<file path="src/core/cmt_map.svh">
// Offsets, field positions, reset values and timing counts of the coax transceiver
`ifndef CMT_MAP_SVH
`define CMT_MAP_SVH

// ----------------------------------------
// Register offsets
// ----------------------------------------
`define CMT_OFS_CTRL 8'h00
`define CMT_OFS_TX 8'h04
`define CMT_OFS_RX 8'h08
`define CMT_OFS_STAT 8'h0C
`define CMT_OFS_CLR 8'h10

// ----------------------------------------
// Fields and reset values
// ----------------------------------------
`define CMT_CTRL_RESET 4'hB
`define CMT_CLR_AVAIL 0

// ----------------------------------------
// Timing counts in clock cycles, half-bit periods and bits
// ----------------------------------------
`define CMT_BIT_CLKS 8
`define CMT_HALF_LAST 2'h3
`define CMT_QUIET_LAST 5'h09
`define CMT_CV_LAST 5'h05
`define CMT_CV_HIGH 5'h03
`define CMT_WORD_LAST 5'h15
`define CMT_RX_LAST_BIT 4'hC
`define CMT_LIMIT_CLKS 2'h3
`define CMT_QUIET_MIN 3'h4
`define CMT_SHORT_MIN 4'h2
`define CMT_SHORT_MAX 4'h5
`define CMT_LONG_MAX 4'h9
`define CMT_VIOL_MAX 4'hE

`endif

</file>
<file path="src/core/cmt_pkg.sv">
// Types shared by the coax transceiver
package cmt_pkg;

    // ----------------------------------------
    // State machines
    // ----------------------------------------
    typedef enum logic [8:0] {
        TX_IDLE = 9'h001,
        TX_LEAD = 9'h002,
        TX_QUIET = 9'h004,
        TX_CV = 9'h008,
        TX_SYNC = 9'h010,
        TX_DATA = 9'h020,
        TX_END = 9'h040,
        TX_MINI = 9'h080,
        TX_SPARE = 9'h100
    } cmt_tx_state_type;

    typedef enum logic [2:0] {
        RX_HUNT = 3'h1,
        RX_CV = 3'h2,
        RX_WORD = 3'h4
    } cmt_rx_state_type;

    // ----------------------------------------
    // Register layouts
    // ----------------------------------------
    typedef struct packed {
        logic rx_parity_sel;
        logic rx_pulse_limiter_en;
        logic internal_wrap_n;
        logic line_loopback_n;
    } cmt_ctrl_type;

    typedef struct packed {
        logic tx_word_parity_sel;
        logic ninth_bit_select;
        logic tx_tenth_bit;
        logic tx_ninth_bit;
        logic [7:0] data;
    } cmt_tx_word_type;

endpackage

</file>
<file path="src/core/cmt_transceiver.sv">
// Coax Manchester transceiver with a Wishbone register port
`timescale 1ns/1ps
`include "cmt_map.svh"
module cmt_transceiver (
    // Clock and reset
    input wire logic clk_i,
    input wire logic rst_i,
    // Wishbone slave
    input wire logic wb_cyc_i,
    input wire logic wb_stb_i,
    input wire logic wb_we_i,
    input wire logic [7:0] wb_adr_i,
    input wire logic [3:0] wb_sel_i,
    input wire logic [31:0] wb_dat_i,
    output logic [31:0] wb_dat_o,
    output logic wb_ack_o,
    // Line side
    input wire logic rx_serial_i,
    output logic serial_tx_out_o,
    output logic predistort_clock_out_o,
    output logic tx_gate_n_o
);

    // ----------------------------------------
    // Functions
    // ----------------------------------------
    function automatic logic par_bit(input logic [10:0] v, input logic even);
        par_bit = even ? ^v : ~^v;
    endfunction

    // ----------------------------------------
    // Declarations
    // ----------------------------------------
    cmt_pkg::cmt_ctrl_type ctrl;
    cmt_pkg::cmt_tx_word_type hold;
    cmt_pkg::cmt_tx_state_type tx_st;
    cmt_pkg::cmt_tx_state_type next_tx_st;
    cmt_pkg::cmt_rx_state_type rx_st;
    cmt_pkg::cmt_rx_state_type next_rx_st;
    logic hold_full;
    logic [1:0] div;
    logic [4:0] hc;
    logic [4:0] next_hc;
    logic load_sh;
    logic [10:0] sh;
    logic word_available;
    logic start_seq_seen;
    logic turnaround_flag;
    logic [9:0] rx_hold;
    logic [1:0] pl_cnt;
    logic rx_lvl;
    logic rx_prev;
    logic [3:0] run;
    logic mid;
    logic next_mid;
    logic [2:0] qcnt;
    logic [2:0] next_qcnt;
    logic [3:0] bcnt;
    logic [12:0] rsh;
    logic got_bit;

    // ----------------------------------------
    // Bus decode
    // ----------------------------------------
    wire logic wb_req = wb_cyc_i & wb_stb_i & ~wb_ack_o;
    wire logic [7:0] adr_word = {wb_adr_i[7:2], 2'b00};
    wire logic wr = wb_req & wb_we_i & wb_sel_i[0];
    wire logic hit_ctrl = adr_word == `CMT_OFS_CTRL;
    wire logic hit_tx = adr_word == `CMT_OFS_TX;
    wire logic hit_rx = adr_word == `CMT_OFS_RX;
    wire logic hit_stat = adr_word == `CMT_OFS_STAT;
    wire logic hit_clr = adr_word == `CMT_OFS_CLR;
    wire logic tx_load_strobe_n = ~(wr & hit_tx & ~hold_full);
    wire logic ld_tx = ~tx_load_strobe_n;
    wire logic clear_word_avail_n = ~(wr & hit_clr & wb_dat_i[`CMT_CLR_AVAIL]);
    wire logic clr_avail = ~clear_word_avail_n;
    wire logic tx_active = tx_st != cmt_pkg::TX_IDLE;
    wire logic tx_holding_empty = ~hold_full;
    wire logic [4:0] status = {tx_active, tx_holding_empty, turnaround_flag,
                               start_seq_seen, word_available};

    wire logic [31:0] rd_mux = hit_ctrl ? {28'h000_0000, ctrl} :
                               hit_tx ? {20'h0_0000, hold} :
                               hit_rx ? {22'h00_0000, rx_hold} :
                               hit_stat ? {27'h000_0000, status} :
                               32'h0000_0000;

    // ----------------------------------------
    // Bus slave
    // ----------------------------------------
    always_ff @(posedge clk_i) begin
        if (rst_i) begin
            wb_ack_o <= 1'b0;
            wb_dat_o <= 32'h0000_0000;
        end else begin
            wb_ack_o <= wb_req;
            wb_dat_o <= rd_mux;
        end
    end

    always_ff @(posedge clk_i) begin
        if (rst_i) begin
            ctrl <= cmt_pkg::cmt_ctrl_type'(`CMT_CTRL_RESET);
        end else if (wr & hit_ctrl) begin
            ctrl <= cmt_pkg::cmt_ctrl_type'(wb_dat_i[3:0]);
        end
    end

    // ----------------------------------------
    // Transmit holding register
    // ----------------------------------------
    always_ff @(posedge clk_i) begin
        if (rst_i) begin
            hold <= cmt_pkg::cmt_tx_word_type'(12'h000);
        end else if (ld_tx) begin
            hold <= cmt_pkg::cmt_tx_word_type'(wb_dat_i[11:0]);
        end
    end

    always_ff @(posedge clk_i) begin
        if (rst_i) begin
            hold_full <= 1'b0;
        end else if (ld_tx) begin
            hold_full <= 1'b1;
        end else if (load_sh) begin
            hold_full <= 1'b0;
        end
    end

    // ----------------------------------------
    // Parity generation
    // ----------------------------------------
    wire logic ninth_out = hold.ninth_bit_select ?
        par_bit({3'h0, hold.data}, hold.tx_ninth_bit) : hold.tx_ninth_bit;
    wire logic [9:0] word10 = {hold.tx_tenth_bit, ninth_out, hold.data};
    wire logic word_par = par_bit({1'b0, word10}, hold.tx_word_parity_sel);

    // ----------------------------------------
    // Bit timing divider
    // ----------------------------------------
    wire logic start_tx = ld_tx & ~tx_active;
    wire logic half_tick = div == `CMT_HALF_LAST;

    always_ff @(posedge clk_i) begin
        if (rst_i | start_tx) begin
            div <= 2'h0;
        end else begin
            div <= div + 2'h1;
        end
    end

    // ----------------------------------------
    // Transmit sequencer
    // ----------------------------------------
    always_comb begin
        next_tx_st = tx_st;
        next_hc = hc;
        load_sh = 1'b0;
        if (half_tick) begin
            next_hc = hc + 5'h01;
            case (tx_st)
                cmt_pkg::TX_LEAD: begin
                    next_tx_st = cmt_pkg::TX_QUIET;
                    next_hc = 5'h00;
                end
                cmt_pkg::TX_QUIET: begin
                    if (hc == `CMT_QUIET_LAST) begin
                        next_tx_st = cmt_pkg::TX_CV;
                        next_hc = 5'h00;
                    end
                end
                cmt_pkg::TX_CV: begin
                    if (hc == `CMT_CV_LAST) begin
                        next_tx_st = cmt_pkg::TX_SYNC;
                        next_hc = 5'h00;
                        load_sh = 1'b1;
                    end
                end
                cmt_pkg::TX_SYNC: begin
                    if (hc == 5'h01) begin
                        next_tx_st = cmt_pkg::TX_DATA;
                        next_hc = 5'h00;
                    end
                end
                cmt_pkg::TX_DATA: begin
                    if (hc == `CMT_WORD_LAST) begin
                        next_hc = 5'h00;
                        if (hold_full) begin
                            next_tx_st = cmt_pkg::TX_SYNC;
                            load_sh = 1'b1;
                        end else begin
                            next_tx_st = cmt_pkg::TX_END;
                        end
                    end
                end
                cmt_pkg::TX_END: begin
                    if (hc == 5'h01) begin
                        next_tx_st = cmt_pkg::TX_MINI;
                        next_hc = 5'h00;
                    end
                end
                cmt_pkg::TX_MINI: begin
                    if (hc == 5'h01) begin
                        next_tx_st = cmt_pkg::TX_IDLE;
                        next_hc = 5'h00;
                    end
                end
                default: begin
                    next_tx_st = cmt_pkg::TX_IDLE;
                    next_hc = 5'h00;
                end
            endcase
        end
        if (start_tx) begin
            next_tx_st = cmt_pkg::TX_LEAD;
            next_hc = 5'h00;
        end
    end

    always_ff @(posedge clk_i) begin
        if (rst_i) begin
            tx_st <= cmt_pkg::TX_IDLE;
            hc <= 5'h00;
        end else begin
            tx_st <= next_tx_st;
            hc <= next_hc;
        end
    end

    always_ff @(posedge clk_i) begin
        if (rst_i) begin
            sh <= 11'h000;
        end else if (load_sh) begin
            sh <= {word_par, word10};
        end else if (half_tick & hc[0] & (tx_st == cmt_pkg::TX_DATA)) begin
            sh <= {1'b0, sh[10:1]};
        end
    end

    // ----------------------------------------
    // Line level and gate
    // ----------------------------------------
    wire logic cur_bit = (tx_st == cmt_pkg::TX_SYNC) ? 1'b1 :
                         (tx_st == cmt_pkg::TX_END) ? 1'b0 : sh[0];
    wire logic bit_lvl = hc[0] ? cur_bit : ~cur_bit;
    wire logic in_bits = (tx_st == cmt_pkg::TX_SYNC) | (tx_st == cmt_pkg::TX_DATA) |
                         (tx_st == cmt_pkg::TX_END);
    wire logic next_td = in_bits ? bit_lvl :
                         (tx_st == cmt_pkg::TX_QUIET) ? hc[0] :
                         (tx_st == cmt_pkg::TX_CV) ? (hc >= `CMT_CV_HIGH) :
                         (tx_st == cmt_pkg::TX_MINI) ? 1'b0 : 1'b1;
    wire logic gate_on = tx_active & (tx_st != cmt_pkg::TX_MINI);
    wire logic next_gate_n = ~ctrl.internal_wrap_n | ~gate_on;

    always_ff @(posedge clk_i) begin
        if (rst_i) begin
            serial_tx_out_o <= 1'b1;
            tx_gate_n_o <= 1'b1;
            predistort_clock_out_o <= 1'b0;
        end else begin
            serial_tx_out_o <= next_td;
            tx_gate_n_o <= next_gate_n;
            predistort_clock_out_o <= div[0];
        end
    end

    // ----------------------------------------
    // Receive source selection
    // ----------------------------------------
    wire logic both_hi = ctrl.line_loopback_n & ctrl.internal_wrap_n;
    wire logic both_lo = ~ctrl.line_loopback_n & ~ctrl.internal_wrap_n;
    wire logic rx_en = both_lo ? 1'b0 :
                       both_hi ? ~tx_active :
                       tx_active;
    wire logic rx_src = ctrl.internal_wrap_n ? rx_serial_i : serial_tx_out_o;
    wire logic rx_in = rx_en & rx_src;
    wire logic lim_in = ctrl.rx_pulse_limiter_en ?
        (rx_in & (pl_cnt != `CMT_LIMIT_CLKS)) : rx_in;

    always_ff @(posedge clk_i) begin
        if (rst_i | ~rx_in) begin
            pl_cnt <= 2'h0;
        end else if (pl_cnt != `CMT_LIMIT_CLKS) begin
            pl_cnt <= pl_cnt + 2'h1;
        end
    end

    // ----------------------------------------
    // Transition timing
    // ----------------------------------------
    wire logic edge_seen = rx_lvl != rx_prev;
    wire logic is_short = (run >= `CMT_SHORT_MIN) & (run <= `CMT_SHORT_MAX);
    wire logic is_long = (run > `CMT_SHORT_MAX) & (run <= `CMT_LONG_MAX);
    wire logic is_viol = (run > `CMT_LONG_MAX) & (run <= `CMT_VIOL_MAX);

    always_ff @(posedge clk_i) begin
        if (rst_i) begin
            rx_lvl <= 1'b0;
            rx_prev <= 1'b0;
            run <= 4'h0;
        end else begin
            rx_lvl <= lim_in;
            rx_prev <= rx_lvl;
            run <= edge_seen ? 4'h1 : (run == 4'hF) ? run : run + 4'h1;
        end
    end

    // ----------------------------------------
    // Receive decoder
    // ----------------------------------------
    always_comb begin
        next_rx_st = rx_st;
        next_mid = mid;
        next_qcnt = (rx_st == cmt_pkg::RX_HUNT) ? qcnt : 3'h0;
        got_bit = 1'b0;
        if (edge_seen) begin
            case (rx_st)
                cmt_pkg::RX_HUNT: begin
                    if (is_short) begin
                        next_qcnt = (qcnt == 3'h7) ? qcnt : qcnt + 3'h1;
                    end else if (is_viol & ~rx_prev & (qcnt >= `CMT_QUIET_MIN) &
                                 ~ctrl.rx_pulse_limiter_en) begin
                        next_rx_st = cmt_pkg::RX_CV;
                    end else begin
                        next_qcnt = 3'h0;
                    end
                end
                cmt_pkg::RX_CV: begin
                    if (is_viol & rx_prev) begin
                        next_rx_st = cmt_pkg::RX_WORD;
                        next_mid = 1'b0;
                    end else begin
                        next_rx_st = cmt_pkg::RX_HUNT;
                    end
                end
                cmt_pkg::RX_WORD: begin
                    if (mid & is_short) begin
                        next_mid = 1'b0;
                    end else if (mid & is_long) begin
                        got_bit = 1'b1;
                    end else if (~mid & is_short) begin
                        next_mid = 1'b1;
                        got_bit = 1'b1;
                    end else begin
                        next_rx_st = cmt_pkg::RX_HUNT;
                    end
                end
                default: begin
                    next_rx_st = cmt_pkg::RX_HUNT;
                end
            endcase
        end
        if (~rx_en) begin
            next_rx_st = cmt_pkg::RX_HUNT;
            next_qcnt = 3'h0;
        end
    end

    wire logic [12:0] nsh = {rx_lvl, rsh[12:1]};
    wire logic word_done = got_bit & (bcnt == `CMT_RX_LAST_BIT);
    wire logic par_ok = (^nsh[11:1]) ^ ctrl.rx_parity_sel;
    wire logic word_good = word_done & par_ok;
    wire logic ss_set = got_bit & (bcnt == 4'h0) & rx_lvl;
    wire logic ta_set = word_good & ~rx_lvl;

    always_ff @(posedge clk_i) begin
        if (rst_i) begin
            rx_st <= cmt_pkg::RX_HUNT;
            mid <= 1'b0;
            qcnt <= 3'h0;
        end else begin
            rx_st <= next_rx_st;
            mid <= next_mid;
            qcnt <= next_qcnt;
        end
    end

    always_ff @(posedge clk_i) begin
        if (rst_i | (next_rx_st != cmt_pkg::RX_WORD)) begin
            bcnt <= 4'h0;
        end else if (word_done) begin
            bcnt <= {3'h0, rx_lvl};
        end else if (got_bit) begin
            bcnt <= bcnt + 4'h1;
        end
    end

    always_ff @(posedge clk_i) begin
        if (rst_i) begin
            rsh <= 13'h0000;
        end else if (got_bit) begin
            rsh <= nsh;
        end
    end

    always_ff @(posedge clk_i) begin
        if (rst_i) begin
            rx_hold <= 10'h000;
        end else if (word_done) begin
            rx_hold <= nsh[10:1];
        end
    end

    // ----------------------------------------
    // Receive status flags
    // ----------------------------------------
    always_ff @(posedge clk_i) begin
        if (rst_i) begin
            word_available <= 1'b0;
            start_seq_seen <= 1'b0;
            turnaround_flag <= 1'b0;
        end else begin
            word_available <= word_good | (word_available & ~clr_avail);
            start_seq_seen <= ss_set | (start_seq_seen & ~ld_tx);
            turnaround_flag <= ta_set | (turnaround_flag & ~(ld_tx | clr_avail));
        end
    end

endmodule

</file>
<file path="config.mk">
export PLATFORM = sky130hd
export DESIGN_NAME = cmt_transceiver
export DESIGN_NICKNAME = d
export VERILOG_FILES = /design/src/core/cmt_pkg.sv /design/src/core/cmt_transceiver.sv
export VERILOG_INCLUDE_DIRS = /design/src /design/src/core
export SDC_FILE = /design/constraint.sdc
export NUM_CORES = 1
export LEC_CHECK = 0
export BUFFER_PORTS_ARGS = -buffer_cell sky130_fd_sc_hd__buf_2
export CORE_UTILIZATION = 60
export CTS_CLUSTER_SIZE = 20
export DETAILED_ROUTE_END_ITERATION = 10
export PLACE_DENSITY = 0.81
export SLEW_MARGIN = 20
export SYNTH_ARGS = -nofsm -noshare
export SYNTH_HDL_FRONTEND = slang
export SYNTH_SLANG_ARGS = --single-unit
</file>
<file path="constraint.sdc">
create_clock -name clk_i -period 6.3 [get_ports clk_i]
set_clock_uncertainty 0.15 [all_clocks]
set_input_delay 0.63 -clock clk_i [delete_from_list [all_inputs] [get_ports clk_i]]
set_output_delay 0.63 -clock clk_i [all_outputs]
set_load 0.02 [all_outputs]
</file>
==> results.yml <==
synthesis:
  ys_ff_latch: 102
  synth_flop_cell: "dfxtp_1"
  ys_seq_area_frac: 0.395
  netlist.area_leader.share: 0.395
  synthDistinctLibCells: 62
  synth_common_cells: "dfxtp_1 (102), nor2_1 (86), mux2i_1 (50)"
  netlist_instances: 572
  async_flop_share: 0
  synth_warnings: 0
  yosysMostFrequentCell: "dfxtp_1"
  yosys-top-cells-area: "dfxtp_1 (39%), mux2i_1 (9.7%), nor2_1 (6.2%), xnor2_1 (3.9%), buf_4 (3.2%)"
  synth_area_mm2: 0.00517
  synth_largest_area_cell: "dfxtp_1"
  synth_edf_count: 0
  syn_area_per_cell_um2: 9.04
sta:
  post-route-period-util: 0.504
  final-setup-viol-count: 0
  tns_ps: 0
  rsz0062_at_grt: "no"
  worst_pin_slew_ps: 847
  max_freq_ghz: 0.315
  slew_viol_final: 0
  slew_headroom: 0.436
  fin_crit_ps: 3170
  finalHoldViolations: 0
  setup_slack_ps: 3130
global_route:
  antenna_found_initial: 1
  grt_pass1_vias: 3718
  grt_use_total: 0.248
  grt_overflow_total: 0
  grt_pass1_wl_mm: 17.3
  grt_max_degree: 73
power_and_ir_drop:
  p_sw_uw: 292
  leakagePower_nw: 2.13
  clkPwrFrac: 0.343
  power_frac_comb: 0.069
  p_per_area_mw_per_mm2: 205
  power_mw: 1.12
  p_int_uw: 828
  vdd.ir_drop.worst_v: 0.000166
  swShare: 0.261
  p_seq_frac: 0.587
detailed_routing:
  ant_nets: 0
  vias: 4011
  first_pass_iters: 5
  postRouteWirelength_mm: 10.3
  wl_per_cell_um: 14.6
  drtIter0Drc: 166
  viasPerCell: 5.71
  drc: 0
die:
  core.rowCount: 33
  pin_count: 86
  coreArea_mm2: 0.00826
  die_w_um: 94.8
  die_h_um: 94.8
  start_util: 0.626
  die_area_mm2: 0.00899
cts:
  cts_htree_levels: 3
  cts_buffer_depth: 2
  cts_tree: "yes"
  clk_pin_slew_ps: 100
  cts_root_buf: "clkbuf_8"
  post_cts_buffers: 0
  cts_sinks: 102
  numCtsBuffers: 9
  clk_latency_ps: 370
  cts_hold_buffers: 0
  cts_repair_resize_count: 0
critical_path:
  r2r_slack_ps: 3130
  ff2ff_path_depth: 9
  timing.critical_path.fanout_max: 21
  reg2reg_from: "run[1]"
  cp_data_arrival_time_ps: 3300
  worstSetupStartpoint: "run[1]"
  required_ps: 6430
  cp-endpoint: "turnaround_flag"
  cp-start-kind: "flop"
  reg2reg_to: "turnaround_flag"
  cp-end-kind: "flop"
  worstSetupPathType: "reg -> reg"
place:
  dp_cells: 686
  gp_congestion: 0.894
  post-place-ws_ps: 3080
  dp_hpwl_mm: 7.55
  port_buffers: 40
status:
  status: "finished, final reports clean"
final_layout:
  area_growth_syn_to_layout_pct: 5.47
  instances_no_fill: 702
  drive_gt1_frac: 0.126
  diodes: 0
  nets: 654
worst_hold_path:
  hold_path_class: "reg -> reg"
run:
  maxCapViolCount: 0
[worst min path at each step]
| stage | from | to | slack [ps] | cells past startpoint |
|---|---|---|---|---|
| final | div[0] | div[0] | 310 | 1 |
| after global routing | wb_dat_i[3] | ctrl[3] | 330 | 2 |
| after CTS | wb_ack_o | wb_ack_o | 310 | 1 |
| after detailed placement | wb_ack_o | wb_ack_o | 290 | 1 |
| after global placement | div[0] | div[0] | 280 | 1 |
| after floorplan | div[0] | div[0] | 260 | 1 |
[critical path: stages, from the launching register on]
cell,delay [ps]
dfxtp_1,430
inv_1,100
ha_1,220
or3b_1,440
o221a_1,290
nor4_4,150
buf_4,320
and2_1,570
nand2_1,160
o32ai_1,240
[cell type report]
class                      instances  area (um2)
sequential                       102        2040
fill                             701        2800
tap                              105         131
timing repair buffer              42         215
inverter                          16        60.1
clock buffer                      10         128
multi-input combinational        421        2820
clock inverter                     6        55.1
[metal layers]
| metal | share of wire | wire (um) | up-vias | track usage |
|---|---|---|---|---|
| met1 | 0.44 | 4530 | 1913 | 0.301 |
| met3 | 0.043 | 440 | 12 | 0.0596 |
| met2 | 0.50 | 5150 | 93 | 0.430 |
| met4 | 0.012 | 123 | 2 | 0.0783 |
| li1 | - | - | 1991 | - |
| met5 | 0.0012 | 12 | - | 0 |
[cells in the final DEF (no fill, tap or decap), types with 10 or more instances in the layout]
cell type / synthesis / final
conb_1: 1 / 20
xnor2_1: 23 / 23
a21oi_1: 21 / 21
nor2_1: 86 / 86
inv_1: 16 / 16
nand2_1: 31 / 31
ha_1: 12 / 12
nand3_1: 11 / 11
dfxtp_1: 102 / 102
a211oi_1: 11 / 11
mux2i_1: 50 / 50
nor3_1: 13 / 13
nor2b_1: 15 / 15
buf_2: 14 / 40
o21ai_0: 10 / 10
[cell families after synthesis]
group                    synth area share
XOR/XNOR                           0.0525
other                            0.000725
AND/OR/NAND/NOR                     0.217
AO/OA/AOI/OAI                       0.107
buffers and inverters              0.0731
flip-flops                          0.395
adder cells (fa/ha/maj)            0.0290
multiplexers                        0.125
[power by group through the flow]
stage	clock, mW	combinational (mW)	sequential (mW)
after global placement	0	0.0743	0.672
after CTS	0.394	0.0776	0.658
after global routing	0.416	0.0878	0.659
after detailed placement	0	0.0775	0.673
after floorplan	0	0.0701	0.671
final	0.385	0.0776	0.658
[metrics by stage]
step                      instance area [um2]  hold slack [ps]   util
final                                    5450              310  0.660
after global routing                     5450              331  0.660
after CTS                                5450              312  0.660
after detailed placement                 5270              288  0.638
after global placement                   5270              280  0.638
after floorplan                          5240              263      -
[sequential cells by signal (all words and copies together) (netlist names), 2 cells and up]
register,flops
div,2
rx_st,3
ctrl,4
sh,11
run,4
bcnt,4
rx_hold,10
tx_st,8
pl_cnt,2
hold,12
wb_dat_o,12
qcnt,3
hc,5
rsh,11
Power figures use the tool's default switching activity.
